===== src/scs_cfg.svh =====
// Offsets, field positions, reset values and counts of the clock switch block
//
// Summary of operation
// [RULE_01] Setting mid_osc_enable, run control bit 1, starts the middle-speed oscillator.
// [RULE_02] Software waits at least 4us for the middle-speed oscillator before selecting it.
// [RULE_03] Clearing subsystem_select, select bit 6, routes the main system clock out.
// [RULE_04] Bit 7 reports the active source; software stops the sub oscillator after zero.
// [RULE_05] Software leaves main_source_select unchanged while running from the sub clock.
// [RULE_06] For the middle-speed target software writes select bits 1 and 0 set.
// [RULE_07] Settle select bits 2..0 choose crystal settle time; 010 gives 102us at 10MHz.
// [RULE_08] With an external clock software may skip programming settle select.
// [RULE_09] Clearing hs_osc_stop, run control bit 7, starts the high-speed oscillator.
// [RULE_10] Settle status fills from bit 7 downward; bits 7..5 set mean 102us elapsed.
// [RULE_11] With an external clock software omits the settle wait before switching.
// [RULE_12] For high-speed target software sets bit 4 and clears bit 6 after settling.
// [RULE_13] Order: start oscillator, wait, select, confirm status, stop the sub oscillator.
// [RULE_14] Software writes reserved bits as zero in the three writable registers.
// [RULE_15] With main_source_select clear the main clock comes from the internal oscillator.
// [RULE_16] Select bit 7 reads one while the CPU clock runs from the subsystem clock.
// [RULE_17] Select bit 5 shows the active main source; zero for the internal oscillator.
// [RULE_18] Status bits change only after the glitch-free multiplexer switch completes.
`ifndef SCS_CFG_SVH
`define SCS_CFG_SVH
`define SCS_ADDR_RUN_CTL 2'h0
`define SCS_ADDR_CLK_SEL 2'h1
`define SCS_ADDR_SETTLE_SEL 2'h2
`define SCS_ADDR_SETTLE_STAT 2'h3
`define SCS_RUN_HS_STOP 7
`define SCS_RUN_SUB_STOP 6
`define SCS_RUN_MID_EN 1
`define SCS_RUN_FAST_STOP 0
`define SCS_RUN_WMASK 8'hc3
`define SCS_RUN_RESET 8'h80
`define SCS_SEL_SUB_STAT 7
`define SCS_SEL_SUB 6
`define SCS_SEL_MAIN_STAT 5
`define SCS_SEL_MAIN 4
`define SCS_SEL_INT_STAT 1
`define SCS_SEL_INT 0
`define SCS_SETTLE_RESET 3'h7
`define SCS_MUX_GAP 2'h2
`endif


===== src/scs_pkg.sv =====
// Types shared by the clock switch block
`default_nettype none
package scs_pkg;
  typedef enum logic [1:0] {
    SCS_SRC_FAST = 2'b00,
    SCS_SRC_MID = 2'b01,
    SCS_SRC_HS = 2'b10,
    SCS_SRC_SUB = 2'b11
  } scs_src_t;
  typedef enum logic [1:0] {
    SCS_MX_IDLE = 2'b00,
    SCS_MX_DRAIN = 2'b01,
    SCS_MX_SWAP = 2'b10
  } scs_mx_state_t;
  typedef struct packed {
    scs_mx_state_t state;
    logic [1:0] cnt;
    scs_src_t target;
    scs_src_t sel;
    scs_src_t active;
    logic gate;
  } scs_mux_st_t;
  typedef struct packed {
    logic [18:0] cnt;
  } scs_cnt_st_t;
  typedef struct packed {
    logic [7:0] run_ctl;
    logic sub_sel;
    logic main_sel;
    logic int_sel;
    logic [2:0] settle_sel;
    logic [7:0] rdata;
  } scs_top_st_t;
  // Settle select code to power-of-two count exponent
  function automatic logic [4:0] scs_exp(input logic [2:0] code);
    case (code)
      3'h0: scs_exp = 5'h08;
      3'h1: scs_exp = 5'h09;
      3'h2: scs_exp = 5'h0a;
      3'h3: scs_exp = 5'h0b;
      3'h4: scs_exp = 5'h0d;
      3'h5: scs_exp = 5'h0f;
      3'h6: scs_exp = 5'h11;
      default: scs_exp = 5'h12;
    endcase
  endfunction
  // Register bits to requested source
  function automatic scs_src_t scs_pick(input logic sub, input logic main, input logic intl);
    if (sub) begin
      scs_pick = SCS_SRC_SUB;
    end else if (main) begin
      scs_pick = SCS_SRC_HS;
    end else if (intl) begin
      scs_pick = SCS_SRC_MID;
    end else begin
      scs_pick = SCS_SRC_FAST;
    end
  endfunction
endpackage
`default_nettype wire


===== src/scs_settle_cnt.sv =====
// Oscillation settle counter for the high-speed crystal
`timescale 1ns/1ps
`default_nettype none
`include "scs_cfg.svh"
module scs_settle_cnt (
  input wire logic i_clk, // Block clock
  input wire logic i_rst, // Sync reset, high
  input wire logic i_run, // Oscillator enabled
  input wire logic i_osc_tick, // One pulse per oscillator cycle
  input wire logic [2:0] i_sel, // Settle time code
  output logic [7:0] o_status, // Settle status flags
  output logic o_stable // Selected time reached
);
  import scs_pkg::*;
  scs_cnt_st_t st;
  scs_cnt_st_t next_st;
  logic [18:0] limit;
  assign limit = 19'h00001 << scs_exp(i_sel);
  assign o_stable = (st.cnt >= limit);
  // [RULE_10] status from bit 7 down
  always_comb begin
    for (int j = 0; j < 8; j++) begin
      o_status[j] = (st.cnt >= (19'h00001 << scs_exp(3'(7 - j))));
    end
  end
  // [RULE_07] count stops at selected limit
  always_comb begin
    next_st = st;
    if (!i_run) begin
      next_st.cnt = 19'h00000;
    end else if (i_osc_tick && !o_stable) begin
      next_st.cnt = st.cnt + 19'h00001;
    end
  end
  always_ff @(posedge i_clk) begin
    if (i_rst) begin
      st <= '0;
    end else begin
      st <= next_st;
    end
  end
endmodule // scs_settle_cnt
`default_nettype wire


===== src/scs_clk_mux.sv =====
// Glitch-free source switch sequencer for the CPU clock
`timescale 1ns/1ps
`default_nettype none
`include "scs_cfg.svh"
module scs_clk_mux (
  input wire logic i_clk, // Block clock
  input wire logic i_rst, // Sync reset, high
  input wire scs_pkg::scs_src_t i_req, // Requested source
  output scs_pkg::scs_src_t o_sel, // Mux select to clock tree
  output scs_pkg::scs_src_t o_active, // Confirmed source
  output logic o_gate, // Clock gate enable
  output logic o_busy // Switch in progress
);
  import scs_pkg::*;
  scs_mux_st_t st;
  scs_mux_st_t next_st;
  // Gate off, swap select, gate on; avoids runt pulses
  always_comb begin
    next_st = st;
    case (st.state)
      SCS_MX_IDLE: begin
        if (i_req != st.active) begin
          next_st.target = i_req;
          next_st.gate = 1'b0;
          next_st.cnt = `SCS_MUX_GAP;
          next_st.state = SCS_MX_DRAIN;
        end
      end
      SCS_MX_DRAIN: begin
        if (st.cnt == 2'h0) begin
          next_st.sel = st.target;
          next_st.cnt = `SCS_MUX_GAP;
          next_st.state = SCS_MX_SWAP;
        end else begin
          next_st.cnt = st.cnt - 2'h1;
        end
      end
      SCS_MX_SWAP: begin
        if (st.cnt == 2'h0) begin
          // [RULE_18] status changes in the same cycle as the gate reopens
          next_st.active = st.sel;
          next_st.gate = 1'b1;
          next_st.state = SCS_MX_IDLE;
        end else begin
          next_st.cnt = st.cnt - 2'h1;
        end
      end
      default: begin
        next_st.state = SCS_MX_IDLE;
      end
    endcase
  end
  always_ff @(posedge i_clk) begin
    if (i_rst) begin
      st <= {SCS_MX_IDLE, 2'h0, SCS_SRC_FAST, SCS_SRC_FAST, SCS_SRC_FAST, 1'b1};
    end else begin
      st <= next_st;
    end
  end
  assign o_sel = st.sel;
  assign o_active = st.active;
  assign o_gate = st.gate;
  assign o_busy = (st.state != SCS_MX_IDLE);
endmodule // scs_clk_mux
`default_nettype wire


===== src/scs_top.sv =====
// Clock switch registers, oscillator enables and source control
`timescale 1ns/1ps
`default_nettype none
`include "scs_cfg.svh"
module scs_top (
  input wire logic i_clk, // Block clock, 250 MHz
  input wire logic i_rst, // Sync reset, high
  input wire logic [1:0] i_addr, // Register address
  input wire logic [7:0] i_wdata, // Write data
  input wire logic i_wr, // Write strobe
  input wire logic i_rd, // Read strobe
  output logic [7:0] o_rdata, // Read data, one cycle later
  input wire logic i_hs_osc_tick, // High-speed oscillator cycle pulse
  output logic o_hs_osc_en, // High-speed oscillator run
  output logic o_sub_osc_en, // Sub oscillator run
  output logic o_mid_osc_en, // Middle-speed oscillator run
  output logic o_fast_osc_en, // Fast internal oscillator run
  output scs_pkg::scs_src_t o_clk_sel, // CPU clock mux select
  output logic o_clk_gate // CPU clock gate enable
);
  import scs_pkg::*;
  scs_top_st_t st;
  scs_top_st_t next_st;
  scs_src_t req_src;
  scs_src_t act_src;
  logic [7:0] settle_stat;
  logic settle_done;
  logic mux_busy;
  logic [7:0] sel_rd;
  logic sub_active;
  logic hs_active;
  logic mid_active;

  // Settle counter runs only while the crystal is enabled
  scs_settle_cnt u_settle (
    .i_clk(i_clk),
    .i_rst(i_rst),
    .i_run(o_hs_osc_en),
    .i_osc_tick(i_hs_osc_tick),
    .i_sel(st.settle_sel),
    .o_status(settle_stat),
    .o_stable(settle_done)
  );

  // [RULE_03] select bit 6 picks sub or main
  // [RULE_15] main bit clear picks internal
  assign req_src = scs_pick(st.sub_sel, st.main_sel, st.int_sel);

  // Switch sequencer drives the real clock tree
  scs_clk_mux u_mux (
    .i_clk(i_clk),
    .i_rst(i_rst),
    .i_req(req_src),
    .o_sel(o_clk_sel),
    .o_active(act_src),
    .o_gate(o_clk_gate),
    .o_busy(mux_busy)
  );

  // Status reflects confirmed source, not request
  assign sub_active = (act_src == SCS_SRC_SUB);
  assign hs_active = (act_src == SCS_SRC_HS);
  assign mid_active = (act_src == SCS_SRC_MID);

  // [RULE_16] bit 7 tracks subsystem source
  // [RULE_17] bit 5 tracks main source
  always_comb begin
    sel_rd = 8'h00;
    sel_rd[`SCS_SEL_SUB_STAT] = sub_active;
    sel_rd[`SCS_SEL_SUB] = st.sub_sel;
    sel_rd[`SCS_SEL_MAIN_STAT] = hs_active;
    sel_rd[`SCS_SEL_MAIN] = st.main_sel;
    sel_rd[`SCS_SEL_INT_STAT] = mid_active;
    sel_rd[`SCS_SEL_INT] = st.int_sel;
  end

  // Register writes and registered read data
  always_comb begin
    next_st = st;
    next_st.rdata = 8'h00;
    if (i_wr) begin
      case (i_addr)
        `SCS_ADDR_RUN_CTL: begin
          // [RULE_01] bit 1 starts middle-speed osc
          // [RULE_09] bit 7 clear starts crystal
          next_st.run_ctl = i_wdata & `SCS_RUN_WMASK;
        end
        `SCS_ADDR_CLK_SEL: begin
          // [RULE_04] status bits are read-only
          next_st.sub_sel = i_wdata[`SCS_SEL_SUB];
          next_st.main_sel = i_wdata[`SCS_SEL_MAIN];
          next_st.int_sel = i_wdata[`SCS_SEL_INT];
        end
        `SCS_ADDR_SETTLE_SEL: begin
          // [RULE_07] three-bit settle code
          next_st.settle_sel = i_wdata[2:0];
        end
        default: begin
          next_st.rdata = 8'h00;
        end
      endcase
    end
    if (i_rd) begin
      case (i_addr)
        `SCS_ADDR_RUN_CTL: begin
          next_st.rdata = st.run_ctl;
        end
        `SCS_ADDR_CLK_SEL: begin
          next_st.rdata = sel_rd;
        end
        `SCS_ADDR_SETTLE_SEL: begin
          next_st.rdata = {5'h00, st.settle_sel};
        end
        `SCS_ADDR_SETTLE_STAT: begin
          // [RULE_10] live settle flags
          next_st.rdata = settle_stat;
        end
        default: begin
          next_st.rdata = 8'h00;
        end
      endcase
    end
  end

  // Single state register, reset to fast internal source
  always_ff @(posedge i_clk) begin
    if (i_rst) begin
      st.run_ctl <= `SCS_RUN_RESET;
      st.sub_sel <= 1'b0;
      st.main_sel <= 1'b0;
      st.int_sel <= 1'b0;
      st.settle_sel <= `SCS_SETTLE_RESET;
      st.rdata <= 8'h00;
    end else begin
      st <= next_st;
    end
  end

  // Oscillator enables straight from run control
  assign o_hs_osc_en = !st.run_ctl[`SCS_RUN_HS_STOP];
  assign o_sub_osc_en = !st.run_ctl[`SCS_RUN_SUB_STOP];
  assign o_mid_osc_en = st.run_ctl[`SCS_RUN_MID_EN];
  assign o_fast_osc_en = !st.run_ctl[`SCS_RUN_FAST_STOP];
  assign o_rdata = st.rdata;
endmodule // scs_top
`default_nettype wire


===== config.mk =====
export PLATFORM = sky130hd
export DESIGN_NAME = scs_top
export DESIGN_NICKNAME = d
export VERILOG_FILES = /design/src/scs_pkg.sv /design/src/scs_settle_cnt.sv /design/src/scs_clk_mux.sv /design/src/scs_top.sv
export VERILOG_INCLUDE_DIRS = /design/src
export SDC_FILE = /design/constraint.sdc
export NUM_CORES = 1
export LEC_CHECK = 0
export BUFFER_PORTS_ARGS = -buffer_cell sky130_fd_sc_hd__buf_2
export CORE_ASPECT_RATIO = 0.5
export CORE_MARGIN = 8
export CORE_UTILIZATION = 45
export CTS_CLUSTER_DIAMETER = 120
export DETAILED_ROUTE_END_ITERATION = 12
export GPL_TIMING_DRIVEN = 0
export HOLD_SLACK_MARGIN = 0.12
export PLACE_DENSITY = 0.61
export REMOVE_ABC_BUFFERS = 1
export SLEW_MARGIN = 0
export SYNTH_ARGS = -nofsm -noshare
export SYNTH_HDL_FRONTEND = slang
export SYNTH_SLANG_ARGS = --single-unit

===== constraint.sdc =====
create_clock -name i_clk -period 6.57 [get_ports i_clk]
set_clock_uncertainty 0.2 [all_clocks]
set_input_delay 0.3285 -clock i_clk [delete_from_list [all_inputs] [get_ports i_clk]]
set_output_delay 0.3285 -clock i_clk [all_outputs]
set_load 0.01 [all_outputs]

* After elaboration in Yosys (flattened, before gate mapping)
Cells that the tools add are included.
** Operators by class
- $add $sub $neg :: 2
- Multiplexer cells :: 16
- $lt $le $gt $ge :: 9
- Equal/unequal tests :: 19
- Reduce and logical (&&, ||, !) cells :: 21
- Shift operators :: 1
** Operators by type and width (count)
- $pmux 5 s7 :: 1
- $pmux 8 s4 :: 1
- $add 19x1->19 const B :: 1
- $ge 19x10->1 const B :: 1
- $ge 19x11->1 const B :: 1
- $ge 19x12->1 const B :: 1
- $ge 19x14->1 const B :: 1
- $ge 19x16->1 const B :: 1
- $ge 19x18->1 const B :: 1
- $ge 19x19->1 :: 1
- $ge 19x19->1 const B :: 1
- $ge 19x9->1 const B :: 1
- $shl 1x5->19 const A :: 1
- $mux 2 :: 6
- $pmux 2 s3 :: 2
- $reduce_and 2->1 :: 6
- $eq 2x2->1 const B :: 5
- $eq 3x3->1 const B :: 3
- $reduce_and 3->1 :: 3
- $mux 8 :: 1
- $eq 2x1->1 const B :: 3
- $eq 3x2->1 const B :: 2
- $logic_not 2->1 :: 3
- $mux 6 :: 1
- 13 further kinds :: 20
** Storage, ports and cells
- Bits in registers :: 48
- Logic and storage cells :: 81
- Output and inout bits :: 15

* Logic depth before layout (Yosys ltp)
Gate-level depths: netlist of run 1.
- Depth in word-level cells :: 6
- Depth in mapped cells :: 11
- Mapped depth without buffers :: 8

* Modules after synthesis
From an unflattened synthesis of run 1, not the netlist that was laid out.
** Unflattened totals
- Cells, all modules :: 321
- Area total of the unflattened synthesis :: 2836.5 µm²
** By module, submodules not included
- scs_settle_cnt :: area each 1332.5 µm², cells each 158, times used 1, seq. area each 380.4 µm²
- scs_top :: area each 848.3 µm², cells each 88, times used 1, seq. area each 360.3 µm²
- scs_clk_mux :: area each 655.6 µm², cells each 75, times used 1, seq. area each 220.2 µm²

* Worst setup path after synthesis of run 1
Ideal clock, no wire load.
- Path kind :: flip-flop to flip-flop
- From :: reg st[10] in the netlist's numbering
- To :: reg u_settle.st[10] in the netlist's numbering
- Arrival time :: 2.556 ns
- Required time :: 6.299 ns
- Stages on the path, launching flop included :: 11
- Path slack :: 3.744 ns
- Setup time :: 0.071 ns
- Period minus slack after synthesis :: 2.826 ns
- Path through :: dfxtp_1 -> clkbuf_1 -> or3b_2 -> ha_1 -> nand2_1 -> o21a_1 -> o21ai_1 -> clkbuf_1 -> clkbuf_1 -> o31ai_1 -> a21oi_2
** Between the ends
- Word-level cells in the longest chain between the ends :: 6
** RTL lines
- start, declared :: RTL line scs_top.sv:22 : scs_top_st_t st;
- start signal, assigned :: RTL line scs_top.sv:135 : st <= next_st;
- $eq 3x3->1 (tied with other cells) :: RTL line scs_pkg.sv:36 : case (code)
- $pmux 5 s7 (*) :: RTL line scs_pkg.sv:36
- $shl 1x5->19 (*) :: RTL line scs_settle_cnt.sv:18 : assign limit = 19'h00001 << scs_exp(i_sel);
- $ge 19x19->1 (*) :: RTL line scs_settle_cnt.sv:19 : assign o_stable = (st.cnt >= limit);
- $logic_not 1->1 (*) :: RTL line scs_settle_cnt.sv:31 : end else if (i_osc_tick && !o_stable) begin
- $logic_and 1x1->1 (*) :: RTL line scs_settle_cnt.sv:31
- end signal, assigned :: RTL line scs_settle_cnt.sv:39 : st <= next_st;
- end, declared :: RTL line scs_settle_cnt.sv:15 : scs_cnt_st_t st;
Every way passes the cells marked *; elsewhere a longest branch is shown, timed or not.
A chain may end at the register's enable or synchronous reset.

* Worst setup path after layout of run 1
- From :: reg st[8] in the netlist's numbering
- To :: reg u_settle.st[6] in the netlist's numbering
The elaborated chain is that of the path after synthesis.

==> results of run 1 <==
layout make-up:
| type | instances | area share (%) |
|---|---|---|
| repair buffers | 33 | 6.24 |
| multi-input cells | 257 | 54.3 |
| clock buffers | 5 | 3.90 |
| well taps | 88 | 3.43 |
| inverters | 15 | 1.76 |
| flip-flops and latches | 48 | 30.0 |
| clock inverters | 2 | 0.390 |
tightest hold or removal path: stages:
cell	delay, ns
buf_2	0.10
nand2b_1	0.10
a311oi_1	0.06
power by group through the flow:
stage / clock network [mW] / logic [mW] / registers [mW]
after floorplan: 0 / 0.0449 / 0.311
after detailed placement: 0 / 0.0681 / 0.312
final: 0.250 / 0.0712 / 0.305
after global routing: 0.264 / 0.0812 / 0.307
after global placement: 0 / 0.0655 / 0.312
after CTS: 0.256 / 0.0709 / 0.305
cells in the final DEF, fill, tap and decap left out, types with 6 or more instances in the layout:
master,Yosys,routed
a21oi_1,20,20
a21oi_2,9,9
buf_2,1,27
dfxtp_1,48,48
ha_1,20,20
inv_1,15,15
mux2i_1,7,7
nand2_1,19,19
nand3_1,19,19
nand4_1,9,9
nor2_1,31,31
nor3_1,6,6
o211ai_1,7,7
o31ai_1,14,14
or3_1,9,9
or4_1,15,15
state kept, by name, summed over array words and instances, names as in the netlist:
name and flops:
sel_rd 3, u_mux.st 6, st 6, o_rdata 8, u_settle.st 19, u_mux.o_active 2
u_mux.o_gate 1, o_mid_osc_en 1, u_mux.o_sel 2
cells by family (layout without fill, tap and decap cells):
| logic type | Yosys count | in the layout | synth area share (%) |
|---|---|---|---|
| other | 1 | 4 | 0.129 |
| adder cells (fa/ha/maj) | 20 | 20 | 8.62 |
| multiplexers | 8 | 8 | 3.19 |
| XOR/XNOR | 1 | 1 | 0.302 |
| AO/OA/AOI/OAI | 87 | 87 | 21.4 |
| flip-flops | 48 | 48 | 33.1 |
| buffers and inverters | 43 | 55 | 7.67 |
| AND/OR/NAND/NOR | 137 | 137 | 25.6 |
per-layer routing:
metal | vias to the layer above | track usage, % | wire length (µm)
met5 | - | 0 | 0
met4 | 0 | 5.36 | 102
met3 | 9 | 3.57 | 255
met2 | 29 | 25.9 | 3170
met1 | 1196 | 17.2 | 3170
li1 | 1296 | - | -
worst min path at each step:
stage / end / start / slack [ns] / depth (start not counted)
final: o_rdata[1]$_SDFF_PP0_ / i_rd / 0.15 / 3
after global routing: o_rdata[1]$_SDFF_PP0_ / i_rd / 0.17 / 3
after CTS: o_rdata[1]$_SDFF_PP0_ / i_rd / 0.14 / 3
after detailed placement: u_mux.o_sel[0]$_SDFFE_PP0P_ / u_mux.o_sel[0]$_SDFFE_PP0P_ / 0.27 / 2
after global placement: u_mux.o_sel[1]$_SDFFE_PP0P_ / u_mux.o_sel[1]$_SDFFE_PP0P_ / 0.26 / 2
after floorplan: u_mux.o_active[0]$_SDFFE_PP0P_ / i_rst / 0.20 / 1
through the flow:
step | instances | util, %
CTS | 448 | 52.0
finish | 448 | 52.1
global route | 448 | 52.1
global placement | 435 | 48.6
detailed placement | 436 | 48.9
floorplan | 320 | -
what timing repair did:
action                                  CTS  global route
hold buffers                              5             0
endpoints found under the hold margin     7             0
endpoints found under the setup margin    0             0
==> metrics.csv, run 1 <==
metric,value,unit
status,finished clean,
hp-class,in2reg,
clkPwrFrac,39.9,%
setup_viol,0,
yosysWarnings,0,
switchingPower,0.161,mW
p_leak,1.17,nW
timing.final.crit_share,49.6,%
synth_top_area_share,33.1,%
multi_input_area,1740,µm²
grt_pass1_wl,11300,µm
dpl_cell_area,3010,µm²
ant_nets,0,
synth.most_common_cell,dfxtp_1,
critPathRequiredTime,6.60,ns
dieArea,9430,µm²
cts_setup_buffers,0,
routed_wl,6700,µm
cts-root-buf,clkbuf_16,
synth_top_area_cell,dfxtp_1,
grt_pass1_vias,2458,
netlist_instances,345,
antenna_cells,0,
areaGrowthSynthToFinish,10.5,%
p_total,0.627,mW
cts_buffer_depth,2,
avgRoutedWirePerCell,15.0,µm
ys_types,53,
synth_edf_count,0,
regArea,961,µm²
cp.depth,7,
rsz0062_at_grt,no,
antenna_found_initial,0,
relSlewSlack,42.0,%
dr_total_vias,2530,
post-route-min-period,3.26,ns
post-place-ws,2.82,ns
drt_first_pass_iters,4,
detail_route.drc_violations,0,
grt.total_usage,14.7,%
worstPathMaxFanout,38,
netlist_top_cells_count,"dfxtp_1 (48), nor2_1 (31), a21oi_1 (20), ha_1 (20)",
crit_family,compound AO/OA/AOI/OAI gates,
hold_viol,0,
path_class,reg2reg,
power_density,195,nW/µm²
max_freq,0.307,GHz
synth_area,2900,µm²
finish.instance_area,3210,µm²
r2r-end,u_settle.st[6]$_SDFFE_PP0P_,
drive_gt1_share,15.6,%
ys_ff_latch,48,
die_height,72.8,µm
hpwlAfterDp,4920,µm
worstSetupEndpoint,u_settle.st[6]$_SDFFE_PP0P_,
endpoint_kind,register,
dieWidth,130,µm
viasPerCell,5.65,
synth_area_leaders,"dfxtp_1 (33%), ha_1 (8.6%), nor2_1 (4.0%), or4_1 (3.9%), o31ai_1 (3.6%)",
initial_utilization,47.2,%
sw_frac_of_total,25.7,%
seqPwrFrac,48.7,%
r2r-start,st[8]$_SDFFE_PP1P_,
setup.worst_path.start_class,register,
std_cell_rows,20,
grt_start_max_net_pins,39,
cts.htree.levels,2,
combPwrFrac,11.3,%
clock_latency,0.29,ns
tightest_slew,0.869,ns
cts_tree,built,
core_area,6160,µm²
finalWeightedCongestion,0.794,
path_cells,or3b_2 > ha_1 > nand4_1 > or4_1 > a31oi_4 > o31ai_1 > a21oi_2,
hold_ws,0.151,ns
synthArstFlopShare,0,%
crit_slowest_cell,a31oi_4,
maxCapViolations,0,
path_buf_inv,0,
tns,0,ns
path_clk_slew,0.06,ns
synth_ff_type,dfxtp_1,
first_iter_violations,98,
cp-startpoint,st[8]$_SDFFE_PP1P_,
cts_made_buffers,5,
seq_area_frac_synth,33.1,%
worst_slack,3.31,ns
p_int,0.466,mW
vdd_drop_max,0.0772,mV
r2r.worst_path.cells,7,
r2r_slack,3.31,ns
cts.sinks,48,
final.fill_count,592,
final_nets,395,
cpPeakStageDelay,0.74,ns
pin_count,30,
cts-resized-gates,0,
arrival,3.29,ns
postSynthAreaPerCell,8.41,µm²
drv_slew,0,
port-buffer-count,27,
grt_overflow,0,
No activity file was read; power rests on OpenSTA's default activity.
==> inputs of run 2 (changes only) <==
- PLACE_DENSITY: 0.61 -> 0.63
- clock period: 6.57 -> 3 ns (I/O delays scaled with it)
==> run 2 against run 1 <==
Die area unchanged; via count increased by 5.1%; global-route usage increased by 0.50 points; power increased by 140%; critical path depth increased by 1; count of clock-buffer cells in the layout unchanged; maximum frequency increased by 14%; worst hold slack got worse by 0.018 ns; register-to-register slack got worse by 3.2 ns; cell count increased by 2.9%; clock power increased to 2.6 times the previous value; utilization increased by 2.8 points; critical path type unchanged.
==> metrics.csv, run 2 (synthesized netlist as in run 1, its figures left out) <==
metric,value,unit
cts.sinks,48,
port-buffer-count,27,
dieArea,9430,µm²
tightest_slew,0.796,ns
hold_viol,0,
rsz0062_at_grt,no,
cts_tree,built,
drt_first_pass_iters,5,
crit_family,simple AND/OR/NAND/NOR gates,
path_cells,or3b_2 > ha_1 > a211oi_1 > o21a_1 > o21ai_2 > buf_8 > or4_1 > a21oi_2,
hp-class,in2reg,
p_total,1.49,mW
r2r_slack,0.14,ns
cpPeakStageDelay,0.50,ns
largest_reg_flops,19,
avgRoutedWirePerCell,15.2,µm
r2r-end,u_settle.st[11]$_SDFFE_PP0P_,
initial_utilization,47.2,%
worst_slack,0.136,ns
drive_gt1_share,17.2,%
core_area,6160,µm²
path_class,reg2reg,
first_iter_violations,232,
worstSetupEndpoint,u_settle.st[11]$_SDFFE_PP0P_,
hp-start,i_wr,
dr_total_vias,2659,
cp-startpoint,st[10]$_SDFFE_PP1P_,
power_density,440,nW/µm²
top_register,u_settle.st,
dieWidth,130,µm
layout_common_cells,"dfxtp_1 (46), nor2_1 (31), buf_2 (27)",
die_height,72.8,µm
antenna_found_initial,0,
critPathRequiredTime,3.02,ns
grt.total_usage,15.3,%
crit_slowest_cell,or4_1,
r2r.worst_path.cells,8,
finalWeightedCongestion,0.808,
max_freq,0.349,GHz
post-route-min-period,2.86,ns
status,finished clean,
p_leak,1.25,nW
cts.htree.levels,2,
final_nets,407,
std_cell_rows,20,
setup.worst_path.start_class,register,
final_common_cell,dfxtp_1,
setup_viol,0,
worstPathMaxFanout,22,
pin_count,30,
viasPerCell,5.77,
drv_slew,0,
path_clk_slew,0.07,ns
cp.depth,8,
grt_overflow,0,
timing.final.crit_share,95.5,%
clock_latency,0.29,ns
post-place-ws,-0.727,ns
relSlewSlack,46.8,%
maxCapViolations,0,
areaGrowthSynthToFinish,16.4,%
cts-root-buf,clkbuf_16,
antenna_cells,0,
hpwlAfterDp,4900,µm
routed_wl,7030,µm
grt_start_max_net_pins,29,
cts_made_buffers,5,
arrival,2.89,ns
r2r-start,st[10]$_SDFFE_PP1P_,
grt_pass1_vias,2547,
detail_route.drc_violations,0,
ant_nets,0,
endpoint_kind,register,
cts_buffer_depth,2,
vdd_drop_max,0.201,mV
path_buf_inv,1,
grt_pass1_wl,11800,µm
==> run 2: cell types whose count changed in the layout (fill, tap and decap cells not counted), sizes merged <==
cell / before / now
clkinv: 1 / 0
bufinv: 0 / 1
dlygate4sd3: 5 / 12
buf: 28 / 32
inv: 15 / 16
a31oi: 5 / 6
==> run 2: cell type report <==
| type | count | area (µm²) |
|---|---|---|
| inverter | 15 | 56.3 |
| clock inverter | 3 | 46.3 |
| clock buffer | 5 | 125 |
| sequential | 48 | 963 |
| tap | 88 | 110 |
| multi-input combinational | 258 | 1760 |
| fill | 593 | 2780 |
| timing repair buffer | 44 | 313 |
==> run 2: what timing repair did <==
action                                  CTS  global route
pin swaps                                 2             1
endpoints found under the setup margin   19            18
resized for setup                         2             2
gates cloned                              1             0
hold buffers                             12             0
setup buffers                             3             1
hold endpoints to repair                 18             0
==> run 2: worst min-delay path by stage <==
stage                                     end  slack (ns)  cells past startpoint
6_report                   st[9]$_SDFFE_PP1P_        0.13                      3
5_1_grt                    st[9]$_SDFFE_PP1P_        0.14                      3
4_1_cts                    st[9]$_SDFFE_PP1P_        0.13                      3
3_5_place_dp              st[21]$_SDFFE_PP1P_        0.16                      2
3_3_place_gp              st[21]$_SDFFE_PP1P_        0.16                      2
2_1_floorplan  u_mux.o_active[0]$_SDFFE_PP0P_        0.02                      1
==> run 2: worst register-to-register path: cells and delay by family, from the launching register on <==
| kind | cells | cell delay [ns] |
|---|---|---|
| flip-flops | 1 | 0.41 |
| adder cells (fa/ha/maj) | 1 | 0.19 |
| buffers and inverters | 1 | 0.21 |
| AND/OR/NAND/NOR | 2 | 0.98 |
| AO/OA/AOI/OAI | 4 | 0.80 |
==> run 2: per-stage QoR <==
stage	cells	TNS [ns]	util (%)	cell area [µm²]	hold slack, ns
floorplan	320	-3.74	-	2750	0.0191
global placement	435	-11.67	48.6	2990	0.158
detailed placement	436	-13.26	48.9	3010	0.155
CTS	460	0	54.7	3370	0.126
global route	461	0	54.9	3380	0.138
finish	461	0	54.9	3380	0.133
==> run 2: routing by layer <==
metal  global-route usage [%]  wire, µm  vias to the layer above
met5                        0         0                        -
met4                     4.34        51                        0
met3                     2.99       344                        6
met2                     28.0      3450                       65
met1                     17.7      3190                     1268
li1                         -         -                     1320
==> run 2: power by group <==
group	switching [mW]	total, mW	internal, mW	leakage (nW)
registers	0.0159	0.669	0.653	0.388
logic	0.0960	0.169	0.0725	0.780
clock network	0.252	0.648	0.396	0.0804
total	0.364	1.49	1.12	1.25
